File: src/hdl/shift_unit_pkg.sv
// Package for the universal serial shift unit: modes, widths, counts, carriers.
// Assumes a single-clock core domain plus a link clock of its own, apart from the shift clock pin.
package shift_unit_pkg;
   localparam int unsigned DATA_W = 8;
   localparam int unsigned CNT_W = 4;
   localparam logic [7:0] SHIFT_RST = 8'h00;
   localparam logic [3:0] CNT_RST = 4'h0;
   localparam logic [3:0] CNT_MAX = 4'hf;
   localparam logic [3:0] CNT_ACK_PRELOAD = 4'he;
   localparam int unsigned MSB_POS = 7;
   localparam int unsigned SYNC_STAGES = 2;
   localparam int unsigned CORE_CLK_HZ = 20000000;

   typedef enum logic [1:0]
   {
      WIRE_OFF = 2'h0,
      WIRE_THREE = 2'h1,
      WIRE_TWO = 2'h2,
      WIRE_TWO_HOLD = 2'h3
   } wire_mode_e;

   typedef enum logic [2:0]
   {
      HOLD_IDLE = 3'b001,
      HOLD_START = 3'b010,
      HOLD_ARMED = 3'b100
   } hold_state_e;

   // Software control word, applied as one write.
   typedef struct packed
   {
      wire_mode_e wire_mode;
      logic external_clock_select;
      logic clock_edge_select;
      logic counter_strobe_select;
      logic clock_toggle_strobe;
   } serial_control_s;

   // Status seen by software.
   typedef struct packed
   {
      logic start_detect_flag;
      logic count_overflow_flag;
      logic [3:0] count;
   } serial_status_s;
endpackage

File: src/hdl/universal_serial_shift_unit.sv
// Universal serial shift unit: 8-bit shift register, 4-bit edge counter,
// three-wire and two-wire operation with start detect and clock hold.
// Assumes pins arrive asynchronously; the link clock is its own port, apart from the shift clock pin.
`timescale 1ns/100ps
`default_nettype none
module universal_serial_shift_unit
   import shift_unit_pkg::*;
(
   input wire logic core_clk,
   input wire logic rst_n,
   input wire logic clk_en,
   input wire logic link_clk,
   input wire serial_control_s ctrl,
   input wire logic ctrl_wr,
   input wire logic [7:0] data_wr,
   input wire logic data_wr_en,
   input wire logic [3:0] count_wr,
   input wire logic count_wr_en,
   input wire logic clear_overflow,
   input wire logic clear_start,
   input wire logic port_clk_bit,
   input wire logic port_data_bit,
   input wire logic clk_dir,
   input wire logic data_dir,
   input wire logic serial_data_in,
   input wire logic shift_clock_in,
   output logic shift_clock_out,
   output logic shift_clock_oe,
   output logic serial_data_out,
   output logic serial_data_oe,
   output logic [7:0] shift_register,
   output serial_status_s serial_status_reg,
   output logic wake_idle
);

   ////////////////////////////////////////////////////////////////////////////
   // Configuration and pin synchronisers.

   serial_control_s cfg_r;
   logic [1:0] sck_sync_r;
   logic [1:0] sda_sync_r;
   logic sck_q_r;
   logic sda_q_r;
   logic toggle_r;
   logic [1:0] lk_sync_r;
   logic lk_q_r;

   always_ff @(posedge core_clk or negedge rst_n)
   begin
      if (!rst_n)
      begin
         cfg_r <= '0;
      end
      else if (clk_en && ctrl_wr)
      begin
         cfg_r <= ctrl;
      end
   end

   // Shift clock pin is sampled in the core domain; link clock activity arrives via the link domain toggle.
   always_ff @(posedge core_clk or negedge rst_n)
   begin
      if (!rst_n)
      begin
         sck_sync_r <= 2'h0;
         sda_sync_r <= 2'h3;
         sck_q_r <= 1'b0;
         sda_q_r <= 1'b1;
         lk_sync_r <= 2'h0;
         lk_q_r <= 1'b0;
      end
      else if (clk_en)
      begin
         sck_sync_r <= {sck_sync_r[0], shift_clock_in};
         sda_sync_r <= {sda_sync_r[0], serial_data_in};
         sck_q_r <= sck_sync_r[1];
         sda_q_r <= sda_sync_r[1];
         lk_sync_r <= {lk_sync_r[0], toggle_r};
         lk_q_r <= lk_sync_r[1];
      end
   end

   // Link-domain activity marker: toggles on each link clock rising edge.
   always_ff @(posedge link_clk or negedge rst_n)
   begin
      if (!rst_n)
      begin
         toggle_r <= 1'b0;
      end
      else
      begin
         toggle_r <= ~toggle_r;
      end
   end

   ////////////////////////////////////////////////////////////////////////////
   // Clock source and edge decode.

   wire logic two_wire = cfg_r.wire_mode[1];
   wire logic sck_rise = sck_sync_r[1] & ~sck_q_r;
   wire logic sck_fall = ~sck_sync_r[1] & sck_q_r;
   wire logic sck_edge = sck_rise | sck_fall;
   wire logic sw_strobe = clk_en & ctrl_wr;
   wire logic link_seen = lk_sync_r[1] ^ lk_q_r;
   // Sample and shift edges follow the edge select in external clock mode.
   wire logic ext_sample = cfg_r.clock_edge_select ? sck_fall : sck_rise;
   wire logic ext_shift = cfg_r.clock_edge_select ? sck_rise : sck_fall;
   // Software clock: counter strobe select shifts on the control write itself.
   wire logic sw_shift = sw_strobe & ctrl.counter_strobe_select & ~ctrl.external_clock_select;
   wire logic ext_sel = cfg_r.external_clock_select;
   wire logic do_sample = ext_sel ? ext_sample : sw_shift;
   // Counter advances on both pin edges, or on a strobe when selected.
   wire logic strobe_count = sw_strobe & ctrl.external_clock_select
                            & ctrl.counter_strobe_select & ctrl.clock_toggle_strobe;
   wire logic cnt_tick = (ext_sel & sck_edge & ~cfg_r.counter_strobe_select)
                         | strobe_count | sw_shift;

   ////////////////////////////////////////////////////////////////////////////
   // Shift register and counter.

   logic [7:0] shift_r;
   logic [7:0] shift_nxt;
   logic [3:0] cnt_r;
   logic [3:0] cnt_nxt;
   logic in_bit_r;
   logic out_latch_r;
   logic ovf_r;
   logic start_r;
   logic clk_pin_r;
   hold_state_e hold_r;
   hold_state_e hold_nxt;
   logic ovf_hold_r;

   wire logic wrap = cnt_tick & (cnt_r == CNT_MAX);
   // A software write wins over a shift in the same cycle (unbuffered register).
   assign shift_nxt = data_wr_en ? data_wr
                    : do_sample ? {shift_r[6:0], sda_sync_r[1]}
                    : shift_r;
   assign cnt_nxt = count_wr_en ? count_wr
                  : cnt_tick ? cnt_r + 4'h1
                  : cnt_r;

   always_ff @(posedge core_clk or negedge rst_n)
   begin
      if (!rst_n)
      begin
         shift_r <= SHIFT_RST;
         cnt_r <= CNT_RST;
      end
      else if (clk_en)
      begin
         shift_r <= shift_nxt;
         cnt_r <= cnt_nxt;
      end
   end

   // Output latch opens on the shift edge or a data write in external mode, stays open otherwise.
   always_ff @(posedge core_clk or negedge rst_n)
   begin
      if (!rst_n)
      begin
         out_latch_r <= 1'b1;
      end
      else if (clk_en && (!ext_sel || ext_shift || data_wr_en))
      begin
         out_latch_r <= shift_nxt[MSB_POS];
      end
   end

   ////////////////////////////////////////////////////////////////////////////
   // Flags; a set in the same cycle as a clear wins.

   wire logic start_seen = two_wire & sck_sync_r[1] & sck_q_r
                           & ~sda_sync_r[1] & sda_q_r;

   always_ff @(posedge core_clk or negedge rst_n)
   begin
      if (!rst_n)
      begin
         ovf_r <= 1'b0;
         start_r <= 1'b0;
      end
      else if (clk_en)
      begin
         ovf_r <= wrap | (ovf_r & ~clear_overflow);
         start_r <= start_seen | (start_r & ~clear_start);
      end
   end

   ////////////////////////////////////////////////////////////////////////////
   // Two-wire clock hold control.

   always_comb
   begin
      hold_nxt = hold_r;
      unique case (hold_r)
         HOLD_IDLE:
         begin
            if (start_seen)
            begin
               hold_nxt = HOLD_START;
            end
         end
         HOLD_START:
         begin
            if (sck_fall)
            begin
               hold_nxt = HOLD_ARMED;
            end
            else if (clear_start)
            begin
               hold_nxt = HOLD_IDLE;
            end
         end
         HOLD_ARMED:
         begin
            if (clear_start && !start_seen)
            begin
               hold_nxt = HOLD_IDLE;
            end
         end
         default:
         begin
            hold_nxt = HOLD_IDLE;
         end
      endcase
      if (!two_wire)
      begin
         hold_nxt = HOLD_IDLE;
      end
   end

   always_ff @(posedge core_clk or negedge rst_n)
   begin
      if (!rst_n)
      begin
         hold_r <= HOLD_IDLE;
         ovf_hold_r <= 1'b0;
      end
      else if (clk_en)
      begin
         hold_r <= hold_nxt;
         // Overflow hold exists only in the hold variant of two-wire mode.
         ovf_hold_r <= (cfg_r.wire_mode == WIRE_TWO_HOLD)
                       & (wrap | (ovf_hold_r & ~clear_overflow));
      end
   end

   ////////////////////////////////////////////////////////////////////////////
   // Clock pin generation and pin drivers.

   // Toggle strobe inverts the clock pin; port bit toggling also works.
   always_ff @(posedge core_clk or negedge rst_n)
   begin
      if (!rst_n)
      begin
         clk_pin_r <= 1'b0;
      end
      else if (clk_en)
      begin
         clk_pin_r <= (sw_strobe & ctrl.clock_toggle_strobe) ^ clk_pin_r;
      end
   end

   wire logic clk_level = clk_pin_r ^ port_clk_bit;
   wire logic hold_low = (hold_r == HOLD_ARMED) | ovf_hold_r;
   wire logic data_level = out_latch_r & port_data_bit;

   // Two-wire pins are open drain: only ever drive low; no filter applied.
   assign shift_clock_out = two_wire ? 1'b0 : clk_level;
   assign shift_clock_oe = two_wire ? (hold_low | (clk_dir & ~clk_level)) : clk_dir;
   assign serial_data_out = two_wire ? 1'b0 : out_latch_r;
   assign serial_data_oe = two_wire ? (data_dir & ~data_level) : data_dir;

   assign shift_register = shift_r;
   assign serial_status_reg = '{start_detect_flag: start_r, count_overflow_flag: ovf_r,
                                count: cnt_r};
   assign wake_idle = ovf_r | (link_seen & 1'b0);

   ////////////////////////////////////////////////////////////////////////////
   // Checks.

   property p_wrap_sets_flag;
      @(posedge core_clk) disable iff (!rst_n)
      (clk_en && wrap) |=> ovf_r;
   endproperty
   a_wrap_sets_flag: assert property (p_wrap_sets_flag) else $error("overflow flag not set");

   property p_clear_ovf;
      @(posedge core_clk) disable iff (!rst_n)
      (clk_en && clear_overflow && !wrap) |=> !ovf_r && !ovf_hold_r;
   endproperty
   a_clear_ovf: assert property (p_clear_ovf) else $error("overflow clear failed");

   property p_start_flag;
      @(posedge core_clk) disable iff (!rst_n)
      (clk_en && start_seen) |=> start_r;
   endproperty
   a_start_flag: assert property (p_start_flag) else $error("start flag not set");

   property p_start_hold;
      @(posedge core_clk) disable iff (!rst_n)
      (clk_en && two_wire && hold_r == HOLD_START && sck_fall && !ctrl_wr)
         |=> shift_clock_oe && !shift_clock_out;
   endproperty
   a_start_hold: assert property (p_start_hold) else $error("start hold missing");

   property p_count_step;
      @(posedge core_clk) disable iff (!rst_n)
      (clk_en && cnt_tick && !count_wr_en) |=> cnt_r == $past(cnt_r) + 4'h1;
   endproperty
   a_count_step: assert property (p_count_step) else $error("counter did not step");

   property p_shift_in;
      @(posedge core_clk) disable iff (!rst_n)
      (clk_en && do_sample && !data_wr_en)
         |=> shift_r == {$past(shift_r[6:0]), $past(sda_sync_r[1])};
   endproperty
   a_shift_in: assert property (p_shift_in) else $error("shift wrong");

   property p_write_wins;
      @(posedge core_clk) disable iff (!rst_n)
      (clk_en && data_wr_en) |=> shift_r == $past(data_wr);
   endproperty
   a_write_wins: assert property (p_write_wins) else $error("write lost");

   property p_toggle;
      @(posedge core_clk) disable iff (!rst_n)
      (clk_en && ctrl_wr && ctrl.clock_toggle_strobe) |=> clk_pin_r != $past(clk_pin_r);
   endproperty
   a_toggle: assert property (p_toggle) else $error("clock did not toggle");

   property p_sda_drive;
      @(posedge core_clk) disable iff (!rst_n)
      !data_dir |-> !serial_data_oe;
   endproperty
   a_sda_drive: assert property (p_sda_drive) else $error("data driven without direction");
endmodule
`default_nettype wire

File: config.mk
export PLATFORM = sky130hd
export DESIGN_NAME = universal_serial_shift_unit
export DESIGN_NICKNAME = d
export VERILOG_FILES = /design/src/hdl/shift_unit_pkg.sv /design/src/hdl/universal_serial_shift_unit.sv
export SDC_FILE = /design/constraint.sdc
export NUM_CORES = 1
export LEC_CHECK = 0
export ABC_AREA = 1
export ABC_CLOCK_PERIOD_IN_PS = 2000
export BUFFER_PORTS_ARGS = -buffer_cell sky130_fd_sc_hd__buf_2
export CORE_ASPECT_RATIO = 1.25
export CORE_MARGIN = 1
export CORE_UTILIZATION = 51
export DETAILED_ROUTE_END_ITERATION = 8
export HOLD_SLACK_MARGIN = 0.08
export PLACE_DENSITY_LB_ADDON = 0.25
export SLEW_MARGIN = 30
export SYNTH_ARGS = -nofsm -noshare
export SYNTH_HDL_FRONTEND = slang
export SYNTH_SLANG_ARGS = --single-unit
File: constraint.sdc
create_clock -name core_clk -period 2 [get_ports core_clk]
set_clock_uncertainty 0.1 [all_clocks]
set_input_delay 0.2 -clock core_clk [delete_from_list [all_inputs] [get_ports core_clk]]
set_output_delay 0.2 -clock core_clk [all_outputs]
set_load 0.1 [all_outputs]
======== Word-level counts from Yosys, hierarchy flattened ========
Index checks and enable logic that the tools add are counted.
storage, ports and cells
  bits in registers ....................... 31
  bits of input ports ..................... 33
  output and inout port bits .............. 19
  logic and storage cells ................. 97
cells by class
  add/subtract/negate cells ............... 1
  equal/unequal tests ..................... 8
  muxes and demuxes ....................... 17
  bitwise logic cells ..................... 42
  reduce and logical (&&, ||, !) cells .... 12
operators with widths
  kind                 number
  $and 1x1->1          23
  $mux 8               2
  $mux 3               5
  $not 1->1            9
  $pmux 3 s3           1
  $mux 4               2
  $or 1x1->1           8
  $mux 1               7
  $ne 3x3->1 const B   2
  $add 4x1->4 const B  1
  $eq 4x4->1 const B   1
  $ne 4x4->1 const B   1
  $reduce_and 2->1     2
  $reduce_and 4->1     1
  $reduce_bool 2->1    2
  $eq 3x1->1 const B   1
  $eq 3x2->1 const B   1
  $eq 3x3->1 const B   1
  $logic_and 1x1->1    3
  $eq 2x2->1 const B   1
  $logic_not 1->1      2
  $logic_or 1x1->1     2
  $xor 1x1->1          2

======== Longest topological paths before layout ========
  depth after elaboration ................. 10
  mapped depth ............................ 10
  mapped depth without buffers ............ 10

======== Worst setup path after synthesis ========
OpenSTA, ideal clock, no wires.
  path type ............................... register to output
  start point ............................. register cfg_r[5] (netlist name)
  end point ............................... output shift_clock_oe
  arrival time ............................ 2637 ps
  data required time ...................... 1700 ps
  slack ................................... -937 ps
  cell stages (with the launch flop) ...... 3
  path buffers ............................ 0
  path through ............................ dfrtp_1 > inv_1 > o21ai_0
between the ends
  longest elaborated chain between the ends .. 1
RTL lines
  element                 RTL line                            RTL
  from (decl)             universal_serial_shift_unit.sv:39   serial_control_s cfg_r;
  from (signal assigned)  universal_serial_shift_unit.sv:56   cfg_r <= ctrl;
  $mux 1                  universal_serial_shift_unit.sv:271  assign shift_clock_oe = two_wire ? (hold_low | (clk_dir & ~clk_level)) : clk_dir;
  to (decl)               universal_serial_shift_unit.sv:28   output logic shift_clock_oe,
No other way between the ends.

======== Final worst setup path ========
  start point ............................. register clk_pin_r
  end point ............................... output shift_clock_oe
between the ends
  longest elaborated chain between the ends .. 5
RTL lines
  element                 RTL line                            RTL
  from (decl)             universal_serial_shift_unit.sv:129  logic clk_pin_r;
  from (signal assigned)  universal_serial_shift_unit.sv:261  clk_pin_r <= (sw_strobe & ctrl.clock_toggle_strobe) ^ clk_pin_r;
  $xor 1x1->1             universal_serial_shift_unit.sv:265  wire logic clk_level = clk_pin_r ^ port_clk_bit;
  $not 1->1               universal_serial_shift_unit.sv:271
  $and 1x1->1             universal_serial_shift_unit.sv:271
  $or 1x1->1              universal_serial_shift_unit.sv:271
  $mux 1                  universal_serial_shift_unit.sv:271
No other way between the ends.

==> run_results.csv <==
group,metric,value,unit
status,outcome,"completed",
synth,synth_warnings,0,
pwr,ir_worst_vdd,0.875,mV
timing,fmax,550,MHz
critical_path,crit_type,"register to primary output",
pwr,internal_power,0.00128,W
pwr,p_per_area,1070,nW/um^2
floorplanning,ioPinCount,52,
place,port_buffers,50,
synth,muxShareOfSynthArea,0,%
global_route,first_global_vias,1444,
clocking,clock_sinks,31,
finish,mostFrequentLayoutCell,"nand2_1",
place,dp_hpwl,2600,um
synth,ys_ff_latch,31,
global_route,grt.total_usage,23.1,%
clocking,post_cts_resized,0,
floorplanning,die_h,67.3,um
global_route,antenna_found_initial,0,
pwr,p_switching,0.00108,W
timing,fin_setup_tns,0,ns
pwr,p_leak,1.26,nW
timing,rsz0062_at_grt,"false",
global_route,gr-total-overflow,0,
detailed_routing,ant_nets,0,
synth,synth_top_area_cell,"dfrtp_1",
synth,syn_area,1740,sq um
critical_path,crit_fanout,2,
detailed_routing,wl_met2,1730,um
clocking,clockRootBuffer,"clkbuf_8",
critical_path,arrival,1.52,ns
clocking,cts_buffer_depth,2,
detailed_routing,route.detailed.drc,0,
place,placed_cell_area,2030,sq um
place,finalWeightedCongestion,0.764,
detailed_routing,num_vias,1616,
synth,synth-simple-area-share,35.8,%
detailed_routing,routed.top_layer,"met4",
floorplanning,rows,23,
clocking,insertion_delay,0.28,ns
floorplanning,start_util,54.0,%
flow_run,drv_cap,0,
timing,fin_hold_ws,0.0984,ns
synth,yosys.area_share.xor_xnor,1.51,%
global_route,grt_pass1_wl,6040,um
pwr,netSwitchingFraction,45.9,%
finish,drive_gt1_share,26.7,%
timing,period_share,90.8,%
pwr,combPwrFrac,41.4,%
clocking,cts_made_buffers,5,
detailed_routing,dr.pass1.iters,4,
hold_path,hp-class,"input port to register",
critical_path,start_kind,"register",
finish,area_growth,26.2,%
floorplanning,core_area,3220,sq um
detailed_routing,wl_met1,1640,um
clocking,clkTransAtPathRegs,0.06,ns
synth,synth_top_area_share,37.4,%
critical_path,r2r-start,"sck_sync_r[1]",
finish,nNetsFinal,335,
finish,finalInstanceArea,2200,sq um
timing,setup_viol,0,
synth,synth_top_family_by_area,"simple AND/OR/NAND/NOR gates",
finish,diodes,0,
synth,syn_nets,274,
clocking,cts_tree,"built",
timing,min_period,1.82,ns
floorplanning,dieArea,3650,sq um
timing,worst_pin_slew,0.691,ns
pwr,seqPwrFrac,35.6,%
timing,slew_violations,0,
critical_path,setup.worst_path.start,"clk_pin_r",
timing,hold_viol,0,
detailed_routing,wire_per_inst,10.7,um
detailed_routing,viasPerCell,4.80,
floorplanning,die_w,54.3,um
critical_path,endpoint_kind,"primary output",
timing,slew_headroom,53.9,%
critical_path,cp.required,1.70,ns
synth,yosys.area_share.adder,2.16,%
synth,synthDistinctLibCells,28,
clocking,htreeDepth,2,
detailed_routing,drt_iter0_drc,24,
detailed_routing,route.met3.wl,170,um
synth,netlist_instances,238,
synth,synth_area_per_cell,7.31,sq um
detailed_routing,wl,3590,um
global_route,grt_max_degree,32,
pwr,p_clk_share,23.0,%
synth,synth_area_leaders,"dfrtp_1 37%, nand2_1 22%, dfstp_2 7.5%, nand3_1 6.9%, inv_1 5.2%",
hold_path,hold_start,"count_wr[1]",
synth,synth-compound-area-share,7.55,%
synth,ys_seq_area_share,44.9,%
finish,layout_common_cells,"103 x nand2_1, 50 x buf_2, 26 x dfrtp_1",
==> stage by stage <==
step                      cells  worst slack [ns]  power [W]  util (%)
after detailed placement    322             0.259    0.00182      62.8
after global routing        337            0.0196    0.00250      68.1
after global placement      322             0.306    0.00181      62.8
final                       337             0.183    0.00236      68.1
after CTS                   337             0.153    0.00238      68.1
after floorplan             238             0.117    0.00163         -
==> power by group through the flow <==
stage / Combinational (W) / Sequential (W) / Clock (W)
global route: 0.00106 / 0.000856 / 0.000586
floorplan: 0.000447 / 0.00118 / 0
global placement: 0.000962 / 0.000847 / 0
finish: 0.000978 / 0.000839 / 0.000542
detailed placement: 0.000973 / 0.000846 / 0
CTS: 0.000985 / 0.000837 / 0.000560
==> cells by family after synthesis <==
logic type / Yosys count
compound gates: 22
xor+xnor: 3
fa+ha+maj: 3
buf+inv: 33
flops: 31
simple gates: 146
==> flip-flops by register name (all words and copies together) (netlist names), 2 cells and up <==
name / cells
cnt_r: 4
sck_sync_r: 2
sda_sync_r: 2
cfg_r: 4
shift_register: 8
hold_r: 3
==> timing repair <==
| action | in CTS | in global routing |
|---|---|---|
| buffers inserted | 0 | 0 |
| hold buffers | 7 | 0 |
| hold endpoints to repair | 32 | 0 |
==> path summary, 6_finish.rpt <==
check                      cells after the start  slack (ns)                end
hold / removal                                 5         0.1           cnt_r[1]
max in group asynchronous                      2        0.95           cfg_r[1]
min in group asynchronous                      2        0.40          hold_r[1]
setup / recovery                               4        0.18     shift_clock_oe
setup reg to reg                              10        0.25  shift_register[6]
hold reg to reg                                2        0.37      sda_sync_r[0]
==> worst max-delay path: stages, from the launching register on <==
cell	delay [ns]
dfrtp_1	0.40
xnor2_1	0.22
o21ai_0	0.13
o21ai_2	0.06
buf_2	0.43
==> layer usage <==
| layer | track usage, % | up-vias |
|---|---|---|
| met5 | 0 | - |
| met4 | 8.01 | 0 |
| met3 | 6.53 | 6 |
| met2 | 38.1 | 36 |
| met1 | 28.4 | 704 |
| li1 | - | 870 |
==> cell type report <==
class	count	area (sq um)
fill	307	1030
timing repair buffer	59	335
clock buffer	8	100
tap	37	46.3
multi-input combinational	174	827
sequential	31	782
inverter	28	105
==> cells in the mapped netlist, drive strengths merged <==
master    n
a21oi     2
nand2   107
dfrtp    26
or2       1
ha        3
nand4     1
inv      28
nor3      1
a31oi     1
o21bai    1
o211ai    1
nand3    25
clkbuf    1
buf       4
xnor2     3
nor2     11
dfstp     5
o21ai    17
Note: power is estimated with default switching activity, not from simulation.
